## src/verilog/alu_pkg.sv

```systemverilog
// constants, register map and carrier types for the subtract datapath slice
package alu_pkg;

  // ----------------------------------------------------------------------
  // register map (byte offsets, one 32-bit word each)
  // ----------------------------------------------------------------------
  localparam int          REG_ADDR_W   = 5;
  localparam logic [4:0]  OFS_ACC      = 5'h00;
  localparam logic [4:0]  OFS_CTRL     = 5'h04;
  localparam logic [4:0]  OFS_PAGE     = 5'h08;
  localparam logic [4:0]  OFS_AUX      = 5'h0C;
  localparam logic [4:0]  OFS_IRQ_STAT = 5'h10;
  localparam logic [4:0]  OFS_IRQ_MASK = 5'h14;
  localparam logic [4:0]  OFS_STATE    = 5'h18;

  // ----------------------------------------------------------------------
  // field positions
  // ----------------------------------------------------------------------
  localparam int CTRL_CARRY_BIT = 0;
  localparam int CTRL_WRAP_BIT  = 1;
  localparam int CTRL_SAT_BIT   = 2;
  localparam int CTRL_SXM_BIT   = 3;
  localparam int EVT_DONE_BIT   = 0;
  localparam int EVT_WRAP_BIT   = 1;
  localparam int EVT_ILL_BIT    = 2;
  localparam int EVT_W          = 3;
  localparam int INDIRECT_BIT   = 7;
  localparam int CONDITIONAL_SUBTRACT_STEP_SHIFT     = 15;

  // ----------------------------------------------------------------------
  // opcodes (upper byte of the instruction word) and fixed values
  // ----------------------------------------------------------------------
  localparam logic [7:0]  OPC_SUBTRACT_WITH_BORROW     = 8'h4F;
  localparam logic [7:0]  OPC_CONDITIONAL_SUBTRACT_STEP     = 8'h47;
  localparam logic [31:0] SAT_POS      = 32'h7FFF_FFFF;
  localparam logic [31:0] SAT_NEG      = 32'h8000_0000;

  // ----------------------------------------------------------------------
  // reset values
  // ----------------------------------------------------------------------
  localparam logic [31:0] ACC_RST      = 32'h0000_0000;
  localparam logic [3:0]  CTRL_RST     = 4'h0;
  localparam logic [8:0]  PAGE_RST     = 9'h000;
  localparam logic [15:0] AUX_RST      = 16'h0000;
  localparam logic [2:0]  EVT_RST      = 3'h0;

  // ----------------------------------------------------------------------
  // types
  // ----------------------------------------------------------------------
  typedef enum logic [1:0] {
    ST_IDLE  = 2'b00,
    ST_FETCH = 2'b01,
    ST_EXEC  = 2'b11
  } seq_state_t;

  typedef enum logic {
    OP_SUBTRACT_WITH_BORROW = 1'b0,
    OP_CONDITIONAL_SUBTRACT_STEP = 1'b1
  } op_t;

  // bit order matches the control register, carry in bit 0
  typedef struct packed {
    logic sign_extend_select;
    logic saturate_enable;
    logic arith_wrap_flag;
    logic carry;
  } flags_t;

  typedef struct packed {
    logic                  wr;
    logic                  rd;
    logic [REG_ADDR_W-1:0] addr;
    logic [31:0]           wdata;
  } bus_req_t;

  typedef struct packed {
    logic        rd;
    logic [15:0] addr;
  } mem_req_t;

  typedef struct packed {
    logic [1:0]      rst_sync;
    seq_state_t      state;
    op_t             op;
    logic [31:0]     acc;
    flags_t          flags;
    logic [8:0]      page;
    logic [15:0]     aux;
    logic [EVT_W-1:0] irq_stat;
    logic [EVT_W-1:0] irq_mask;
    logic [31:0]     rdata;
    logic            irq;
    logic            ready;
    logic            done;
    mem_req_t        mem;
  } alu_state_t;

endpackage : alu_pkg

```

## src/verilog/sub_unit.sv

```systemverilog
// width-parameterised subtractor with borrow in, carry out and signed overflow
`timescale 1ns/100ps
module sub_unit
  import alu_pkg::*;
#(
  parameter int W = 32
) (
  input  wire logic [W-1:0] minuend,     // left operand
  input  wire logic [W-1:0] subtrahend,  // right operand
  input  wire logic         borrow_in,   // one extra unit taken off
  output logic      [W-1:0] diff,        // wrapped difference
  output logic              carry_out,   // high when no borrow came out
  output logic              overflow     // signed overflow of the difference
);

  logic [W:0] wide;

  // one extra bit catches the borrow out of the top
  always_comb
  begin
    wide      = {1'b0, minuend} - {1'b0, subtrahend} - {{W{1'b0}}, borrow_in};
    diff      = wide[W-1:0];
    carry_out = ~wide[W];
    overflow  = (minuend[W-1] ^ subtrahend[W-1]) & (minuend[W-1] ^ wide[W-1]);
  end

endmodule : sub_unit

```

## src/verilog/subtract_borrow_conditional_alu.sv

```systemverilog
// subtract-with-borrow and conditional-subtract datapath with register port
//
// Design decisions made here: strobed register access and the register offsets.
`timescale 1ns/100ps
module subtract_borrow_conditional_alu
  import alu_pkg::*;
(
  input  wire logic        ref_clk,      // core clock, 100 MHz
  input  wire logic        rst_b,        // async reset, active low
  input  wire logic        clk_en,       // freezes all state but the reset pipe while low
  input  wire bus_req_t    bus_req,      // register port request
  output logic      [31:0] bus_rdata_q,  // read data, cycle after read strobe
  input  wire logic        instr_valid,  // instruction offered
  input  wire logic [15:0] instr_word,   // instruction word
  output logic             instr_ready_q, // idle, instruction may be taken
  output mem_req_t         mem_req_q,    // data memory read request
  input  wire logic [15:0] mem_rdata,    // operand, cycle after mem read
  output logic      [31:0] acc_q,        // accumulator
  output flags_t           flags_q,      // carry, wrap and mode bits
  output logic             done_q,       // one-cycle pulse per finished op
  output logic             irq_q         // level interrupt
);

  // --------------------------------------------------------------------
  // state and working signals
  // --------------------------------------------------------------------
  alu_state_t       s_q;
  alu_state_t       s_d;
  logic             rst_b_sync;
  logic [31:0]      opnd_zext;
  logic [31:0]      opnd_div;
  logic [31:0]      subtract_with_borrow_diff;
  logic             subtract_with_borrow_carry;
  logic             subtract_with_borrow_wrap;
  logic [31:0]      conditional_subtract_step_diff;
  logic             conditional_subtract_step_carry;
  logic             conditional_subtract_step_wrap;
  logic [EVT_W-1:0] events;
  logic [EVT_W-1:0] w1c_bits;
  logic [7:0]       opcode;
  logic             wr_acc;
  logic             wr_ctrl;

  // --------------------------------------------------------------------
  // reset release through two flops
  // --------------------------------------------------------------------
  // async assert, sync release; kept outside the state struct so the
  // struct register can use the released copy
  logic [1:0] rst_pipe_q;

  always_ff @(posedge ref_clk or negedge rst_b)
  begin
    if (!rst_b)
      rst_pipe_q <= 2'b00;
    else
      rst_pipe_q <= {rst_pipe_q[0], 1'b1};
  end

  assign rst_b_sync = rst_pipe_q[1];

  // --------------------------------------------------------------------
  // operand shaping
  // --------------------------------------------------------------------
  // borrow subtract treats the memory word as unsigned
  assign opnd_zext = {16'h0000, mem_rdata};

  // divisor follows the extension mode, then moves up by fifteen
  always_comb
  begin
    if (s_q.flags.sign_extend_select)
      opnd_div = {{16{mem_rdata[15]}}, mem_rdata} << CONDITIONAL_SUBTRACT_STEP_SHIFT;
    else
      opnd_div = {16'h0000, mem_rdata} << CONDITIONAL_SUBTRACT_STEP_SHIFT;
  end

  // --------------------------------------------------------------------
  // the two subtractors
  // --------------------------------------------------------------------
  // inverted carry is the pending borrow
  sub_unit #(
    .W (32)
  ) u_subtract_with_borrow (
    .minuend    (s_q.acc),
    .subtrahend (opnd_zext),
    .borrow_in  (~s_q.flags.carry),
    .diff       (subtract_with_borrow_diff),
    .carry_out  (subtract_with_borrow_carry),
    .overflow   (subtract_with_borrow_wrap)
  );

  sub_unit #(
    .W (32)
  ) u_conditional_subtract_step (
    .minuend    (s_q.acc),
    .subtrahend (opnd_div),
    .borrow_in  (1'b0),
    .diff       (conditional_subtract_step_diff),
    .carry_out  (conditional_subtract_step_carry),
    .overflow   (conditional_subtract_step_wrap)
  );

  // --------------------------------------------------------------------
  // decode helpers
  // --------------------------------------------------------------------
  assign opcode  = instr_word[15:8];
  assign wr_acc  = bus_req.wr && (bus_req.addr == OFS_ACC);
  assign wr_ctrl = bus_req.wr && (bus_req.addr == OFS_CTRL);

  // write-one-to-clear mask for the status register
  always_comb
  begin
    w1c_bits = '0;
    if (bus_req.wr && (bus_req.addr == OFS_IRQ_STAT))
      w1c_bits = bus_req.wdata[EVT_W-1:0];
  end

  // --------------------------------------------------------------------
  // next-state logic
  // --------------------------------------------------------------------
  always_comb
  begin
    s_d          = s_q;
    events       = '0;
    s_d.done     = 1'b0;
    s_d.mem.rd   = 1'b0;
    s_d.rdata    = 32'h0000_0000;

    // software writes first; execution below overrides the same cycle
    if (wr_acc)
      s_d.acc = bus_req.wdata;
    if (wr_ctrl)
      s_d.flags = flags_t'(bus_req.wdata[3:0]);
    if (bus_req.wr && (bus_req.addr == OFS_PAGE))
      s_d.page = bus_req.wdata[8:0];
    if (bus_req.wr && (bus_req.addr == OFS_AUX))
      s_d.aux = bus_req.wdata[15:0];
    if (bus_req.wr && (bus_req.addr == OFS_IRQ_MASK))
      s_d.irq_mask = bus_req.wdata[EVT_W-1:0];

    // instruction sequencer
    unique case (s_q.state)
      ST_IDLE:
      begin
        if (instr_valid)
        begin
          if ((opcode == OPC_SUBTRACT_WITH_BORROW) || (opcode == OPC_CONDITIONAL_SUBTRACT_STEP))
          begin
            s_d.op    = (opcode == OPC_CONDITIONAL_SUBTRACT_STEP) ? OP_CONDITIONAL_SUBTRACT_STEP : OP_SUBTRACT_WITH_BORROW;
            s_d.state = ST_FETCH;
            s_d.ready = 1'b0;
            s_d.mem.rd = 1'b1;
            // bit seven: pointer register, otherwise page plus offset
            if (instr_word[INDIRECT_BIT])
              s_d.mem.addr = s_q.aux;
            else
              s_d.mem.addr = {s_q.page, instr_word[6:0]};
          end
          else
          begin
            events[EVT_ILL_BIT] = 1'b1;  // unknown opcode dropped
          end
        end
      end
      ST_FETCH:
      begin
        // memory answers in the next cycle
        s_d.state = ST_EXEC;
      end
      ST_EXEC:
      begin
        s_d.state = ST_IDLE;
        s_d.ready = 1'b1;
        s_d.done  = 1'b1;
        events[EVT_DONE_BIT] = 1'b1;
        if (s_q.op == OP_SUBTRACT_WITH_BORROW)
        begin
          s_d.flags.carry = subtract_with_borrow_carry;
          if (subtract_with_borrow_wrap)
          begin
            s_d.flags.arith_wrap_flag = 1'b1;
            events[EVT_WRAP_BIT]      = 1'b1;
          end
          if (subtract_with_borrow_wrap && s_q.flags.saturate_enable)
            s_d.acc = s_q.acc[31] ? SAT_NEG : SAT_POS;
          else
            s_d.acc = subtract_with_borrow_diff;
        end
        else
        begin
          // no clamp here, whatever the saturation mode
          s_d.flags.carry = conditional_subtract_step_carry;
          if (conditional_subtract_step_wrap)
          begin
            s_d.flags.arith_wrap_flag = 1'b1;
            events[EVT_WRAP_BIT]      = 1'b1;
          end
          // quotient bits shift in at the bottom, remainder rises
          if (!conditional_subtract_step_diff[31])
            s_d.acc = {conditional_subtract_step_diff[30:0], 1'b1};
          else
            s_d.acc = {s_q.acc[30:0], 1'b0};
        end
      end
      default:
      begin
        s_d.state = ST_IDLE;
        s_d.ready = 1'b1;
      end
    endcase

    // sticky events: a new event wins over a clear in the same cycle
    s_d.irq_stat = (s_q.irq_stat & ~w1c_bits) | events;
    s_d.irq      = |(s_d.irq_stat & s_d.irq_mask);

    // read mux, data stands only in the cycle after the strobe
    if (bus_req.rd)
    begin
      unique case (bus_req.addr)
        OFS_ACC:      s_d.rdata = s_q.acc;
        OFS_CTRL:     s_d.rdata = {28'h000_0000, s_q.flags};
        OFS_PAGE:     s_d.rdata = {23'h00_0000, s_q.page};
        OFS_AUX:      s_d.rdata = {16'h0000, s_q.aux};
        OFS_IRQ_STAT: s_d.rdata = {29'h0000_0000, s_q.irq_stat};
        OFS_IRQ_MASK: s_d.rdata = {29'h0000_0000, s_q.irq_mask};
        OFS_STATE:    s_d.rdata = {28'h000_0000, s_q.state, s_q.op, s_q.ready};
        default:      s_d.rdata = 32'h0000_0000;
      endcase
    end

    // rst_sync slot unused; pipe kept in its own flops
    s_d.rst_sync = 2'b00;
  end

  // --------------------------------------------------------------------
  // state register
  // --------------------------------------------------------------------
  // one register for the whole struct; clock enable freezes everything
  always_ff @(posedge ref_clk or negedge rst_b_sync)
  begin
    if (!rst_b_sync)
    begin
      s_q          <= '0;
      s_q.state    <= ST_IDLE;
      s_q.op       <= OP_SUBTRACT_WITH_BORROW;
      s_q.acc      <= ACC_RST;
      s_q.flags    <= flags_t'(CTRL_RST);
      s_q.page     <= PAGE_RST;
      s_q.aux      <= AUX_RST;
      s_q.irq_stat <= EVT_RST;
      s_q.irq_mask <= EVT_RST;
      s_q.ready    <= 1'b1;
    end
    else if (clk_en)
    begin
      s_q <= s_d;
    end
  end

  // --------------------------------------------------------------------
  // outputs, all straight from the state register
  // --------------------------------------------------------------------
  assign bus_rdata_q   = s_q.rdata;
  assign instr_ready_q = s_q.ready;
  assign mem_req_q     = s_q.mem;
  assign acc_q         = s_q.acc;
  assign flags_q       = s_q.flags;
  assign done_q        = s_q.done;
  assign irq_q         = s_q.irq;

endmodule : subtract_borrow_conditional_alu

```

## config.mk

```make
export PLATFORM = sky130hd
export DESIGN_NAME = subtract_borrow_conditional_alu
export DESIGN_NICKNAME = d
export VERILOG_FILES = /design/src/verilog/alu_pkg.sv /design/src/verilog/sub_unit.sv /design/src/verilog/subtract_borrow_conditional_alu.sv
export SDC_FILE = /design/constraint.sdc
export NUM_CORES = 1
export LEC_CHECK = 0
export BUFFER_PORTS_ARGS = -buffer_cell sky130_fd_sc_hd__buf_2
export CORE_ASPECT_RATIO = 0.9
export CORE_MARGIN = 2
export CORE_UTILIZATION = 60
export CTS_BUF_LIST = sky130_fd_sc_hd__clkbuf_8
export DETAILED_ROUTE_END_ITERATION = 7
export GPL_ROUTABILITY_DRIVEN = 0
export GPL_TIMING_DRIVEN = 0
export HOLD_SLACK_MARGIN = 0.1
export PLACE_DENSITY = 0.91
export SLEW_MARGIN = 20
export SYNTH_ARGS = -nofsm -noshare
export SYNTH_HDL_FRONTEND = slang
export SYNTH_SLANG_ARGS = --single-unit
```

## constraint.sdc

```tcl
create_clock -name ref_clk -period 11.85 [get_ports ref_clk]
set_input_delay 0.5925 -clock ref_clk [delete_from_list [all_inputs] [get_ports ref_clk]]
set_output_delay 0.5925 -clock ref_clk [all_outputs]
set_load 0.05 [all_outputs]
```

==> results.json <==
{
  "outcome": "finished clean",
  "synth_area_leader_cell": "dfrtp_1",
  "synth_seq_cells": 124,
  "nFillCells": 1052,
  "num-nets-final": 1350,
  "coreArea_mm2": 0.0147,
  "synth.cell_area_mm2": 0.00904,
  "setup_ws_ps": 6660,
  "dp_slack_ps": 6640,
  "clockRootBuffer": "clkbuf_8",
  "netlist_instances": 1042,
  "die_area_mm2": 0.0161,
  "synth-edff-count": 0,
  "p_leak_nw": 5.20,
  "cp_slowest_cell": "or4_4",
  "r2r-end": "acc_q[17]",
  "fp.dieW_um": 133,
  "vias": 9124,
  "cts_max_level": 4,
  "drtAntennaViolNets": 0,
  "drt_pass1_iterations": 8,
  "final_cell_mix": "buf_2 (160), dfrtp_1 (122), inv_1 (106)",
  "synth_fp_nets": 1169,
  "grt_pass1_wl_um": 44500,
  "drt-vias-per-instance": 6.36,
  "cts_tree": "done",
  "clkPwrFrac_pct": 16.1,
  "r2r_setup_slack_ps": 6660,
  "ys_async_sr_fraction_pct": 100,
  "synth_top_area_share_pct": 34.0,
  "ys.flop_type": "dfrtp_1",
  "cts_buffers": 17,
  "crit_top_cell": "ha_1",
  "power_frac_seq_pct": 26.7,
  "max-clock-path-buffers": 2,
  "wire_per_inst_um": 19.9,
  "reg2regPathDepth": 19,
  "seq_area_mm2": 0.00311,
  "grt_max_degree": 50,
  "clock.fmax_ghz": 0.193,
  "dp.final_hpwl_um": 21100,
  "synth-seq-area-share_pct": 34.3,
  "clkTransAtPathRegs_ps": 90,
  "endpoint_kind": "register",
  "initial_core_util_pct": 61.4,
  "num_rows": 42,
  "grt_pass1_vias": 8595,
  "fin_setup_tns_ps": 0,
  "setup_viol": 0,
  "worst_ep_required_time_ps": 12180,
  "final_common_cell": "buf_2",
  "switchingPower_mw": 1.16,
  "crit_path_cell_trace": "inv_1 > ha_1 > inv_1 > ha_1 > a21o_1 > a211o_1 > a211o_1 > o31ai_2 > nand2_1 > or4_4 > nor3_1 > ha_1 > nand2_1 > nor2_1 > or3_1 > clkbuf_1 > a21oi_1 > a221oi_1 > o21ai_1",
  "swShare_pct": 49.1,
  "clkLatencyLatePin_ps": 460,
  "max_stage_delay_ps": 450,
  "post_cts_buffers": 0,
  "antenna_found_initial": 1,
  "r2r-start": "acc_q[6]",
  "crit_fanout": 10,
  "rsz0062_at_grt": "false",
  "crit_type": "reg2reg",
  "synth.distinct_cells": 73,
  "peakVddDrop_uv": 128,
  "cts.sinks": 124,
  "layout-drive-gt1-share_pct": 26.1,
  "grt_overflow": 0,
  "critPathLaunchType": "register",
  "synth_area_leaders": "dfrtp_1 (34%), buf_4 (7.1%), ha_1 (6.8%), inv_1 (4.4%), mux2i_1 (4.0%)",
  "finalHoldViolCount": 0,
  "worst_slew_pin_slew_ps": 966,
  "avgSynthCellArea_um2": 8.68,
  "yosys_warnings": 0,
  "drv_cap": 0,
  "multiInputGateArea_mm2": 0.00471,
  "pwr-share-comb_pct": 57.3,
  "drv_slew": 0,
  "portBuffers": 159,
  "drtIter0Drc": 1240,
  "hp-class": "reg2async",
  "fp.dieH_um": 120,
  "io_pins": 163,
  "groute.usage.overall_pct": 35.5,
  "n_antenna_cell": 0,
  "drc_errors": 0,
  "p_int_mw": 1.20,
  "p_per_area_mw_per_mm2": 224,
  "drt-total-wl_um": 28600,
  "maxSlewHeadroom_pct": 34.7,
  "fin_crit_sh_pct": 43.8,
  "arrival_ps": 5510,
  "area_growth_pct": 16.7,
  "clock_skew_ps": 19.7,
  "post-route-min-period_ps": 5190
}
## layout make-up
class | count | share of cell area, %
Buffer | 133 | 7.84
Clock buffer | 21 | 2.74
Clock inverter | 11 | 1.02
Inverter | 107 | 3.81
Multi-Input combinational cell | 678 | 44.6
Sequential cell | 124 | 29.5
Tap cell | 198 | 2.35
Timing Repair Buffer | 162 | 8.16
## timing repair
item | 4_1_cts | 5_1_grt
resized for setup | 0 | 0
hold buffers | 1 | 0
hold endpoints to repair | 2 | 0
## power groups by stage
stage	clock, mW	sequential, mW	combinational (mW)
3_3_place_gp	0	0.626	1.25
2_1_floorplan	0	0.578	1.03
6_report	0.379	0.630	1.35
5_1_grt	0.396	0.631	1.45
4_1_cts	0.377	0.617	1.31
3_5_place_dp	0	0.624	1.30
## cell usage after synthesis (4+ instances only)
master and n:
a211oi_1 20, a21o_1 9, a21oi_1 70, a221oi_1 8, a22o_1 8, a22oi_1 12
a31oi_1 8, and3_1 10, buf_1 6, buf_4 85, clkbuf_1 40, dfrtp_1 123
ha_1 49, inv_1 106, mux2_2 32, mux2i_1 36, nand2_1 90, nand2b_1 11
nand3_1 13, nor2_1 35, nor2b_1 10, nor3_1 17, nor4_1 4, nor4b_1 6
o211ai_1 16, o21a_1 8, o21ai_0 70, o21ai_1 17, o221ai_1 5, o22ai_1 22
o31a_1 4, xnor2_1 16, xor2_1 15
## state kept, by name, indices dropped and copies added (netlist names)
signal,count
done_q,1
instr_ready_q,1
bus_rdata_q,32
mem_req_q,17
flags_q,4
acc_q,32
s_q,34
rst_pipe_q,2
irq_q,1
## worst max-delay path by stage
| stage | from | end | slack [ps] | cells after the start |
|---|---|---|---|---|
| after global routing | acc_q[6] | acc_q[17] | 6440 | 19 |
| after CTS | acc_q[6] | acc_q[17] | 6860 | 19 |
| after global placement | mem_rdata[6] | acc_q[17] | 6720 | 19 |
| after detailed placement | mem_rdata[6] | acc_q[17] | 6640 | 19 |
| final | acc_q[6] | acc_q[17] | 6660 | 19 |
| after floorplan | mem_rdata[6] | acc_q[22] | 7580 | 17 |
## metal layers
layer	part of all wire [%]	wire length, µm	track usage (%)
met5	0	0	0
met4	5.2	1500	15.8
met3	13	3660	10.6
met2	43	12300	53.6
met1	39	11100	47.3
## metrics by stage
stage	hold WS, ps	total power [mW]	util, %	cell area [µm²]	std cells
2_1_floorplan	297	1.61	-	9040	1042
3_3_place_gp	335	1.88	68.5	10100	1399
3_5_place_dp	292	1.92	68.9	10100	1401
4_1_cts	296	2.30	71.7	10600	1434
5_1_grt	309	2.47	71.7	10600	1434
6_report	278	2.36	71.7	10600	1434
## worst max-delay path: cells and delay by family, from the launching register on
kind            cells  cell delay, ps
simple gates        6            1500
buf+inv             3             590
fa+ha+maj           3             850
flops               1             400
compound gates      7            1720
## logic make-up (layout without fill, tap and decap cells)
kind of cell / count (synthesis) / count (layout) / share of synthesized area [%]
AO/OA/AOI/OAI: 307 / 307 / 21.8
adder cells (fa/ha/maj): 52 / 52 / 7.45
AND/OR/NAND/NOR: 218 / 218 / 11.7
buffers and inverters: 240 / 434 / 13.6
other: 1 / 1 / 0.0415
flip-flops: 124 / 124 / 34.3
XOR/XNOR: 31 / 31 / 3.00
multiplexers: 69 / 69 / 8.10
Note: power is estimated with default switching activity, not from simulation.
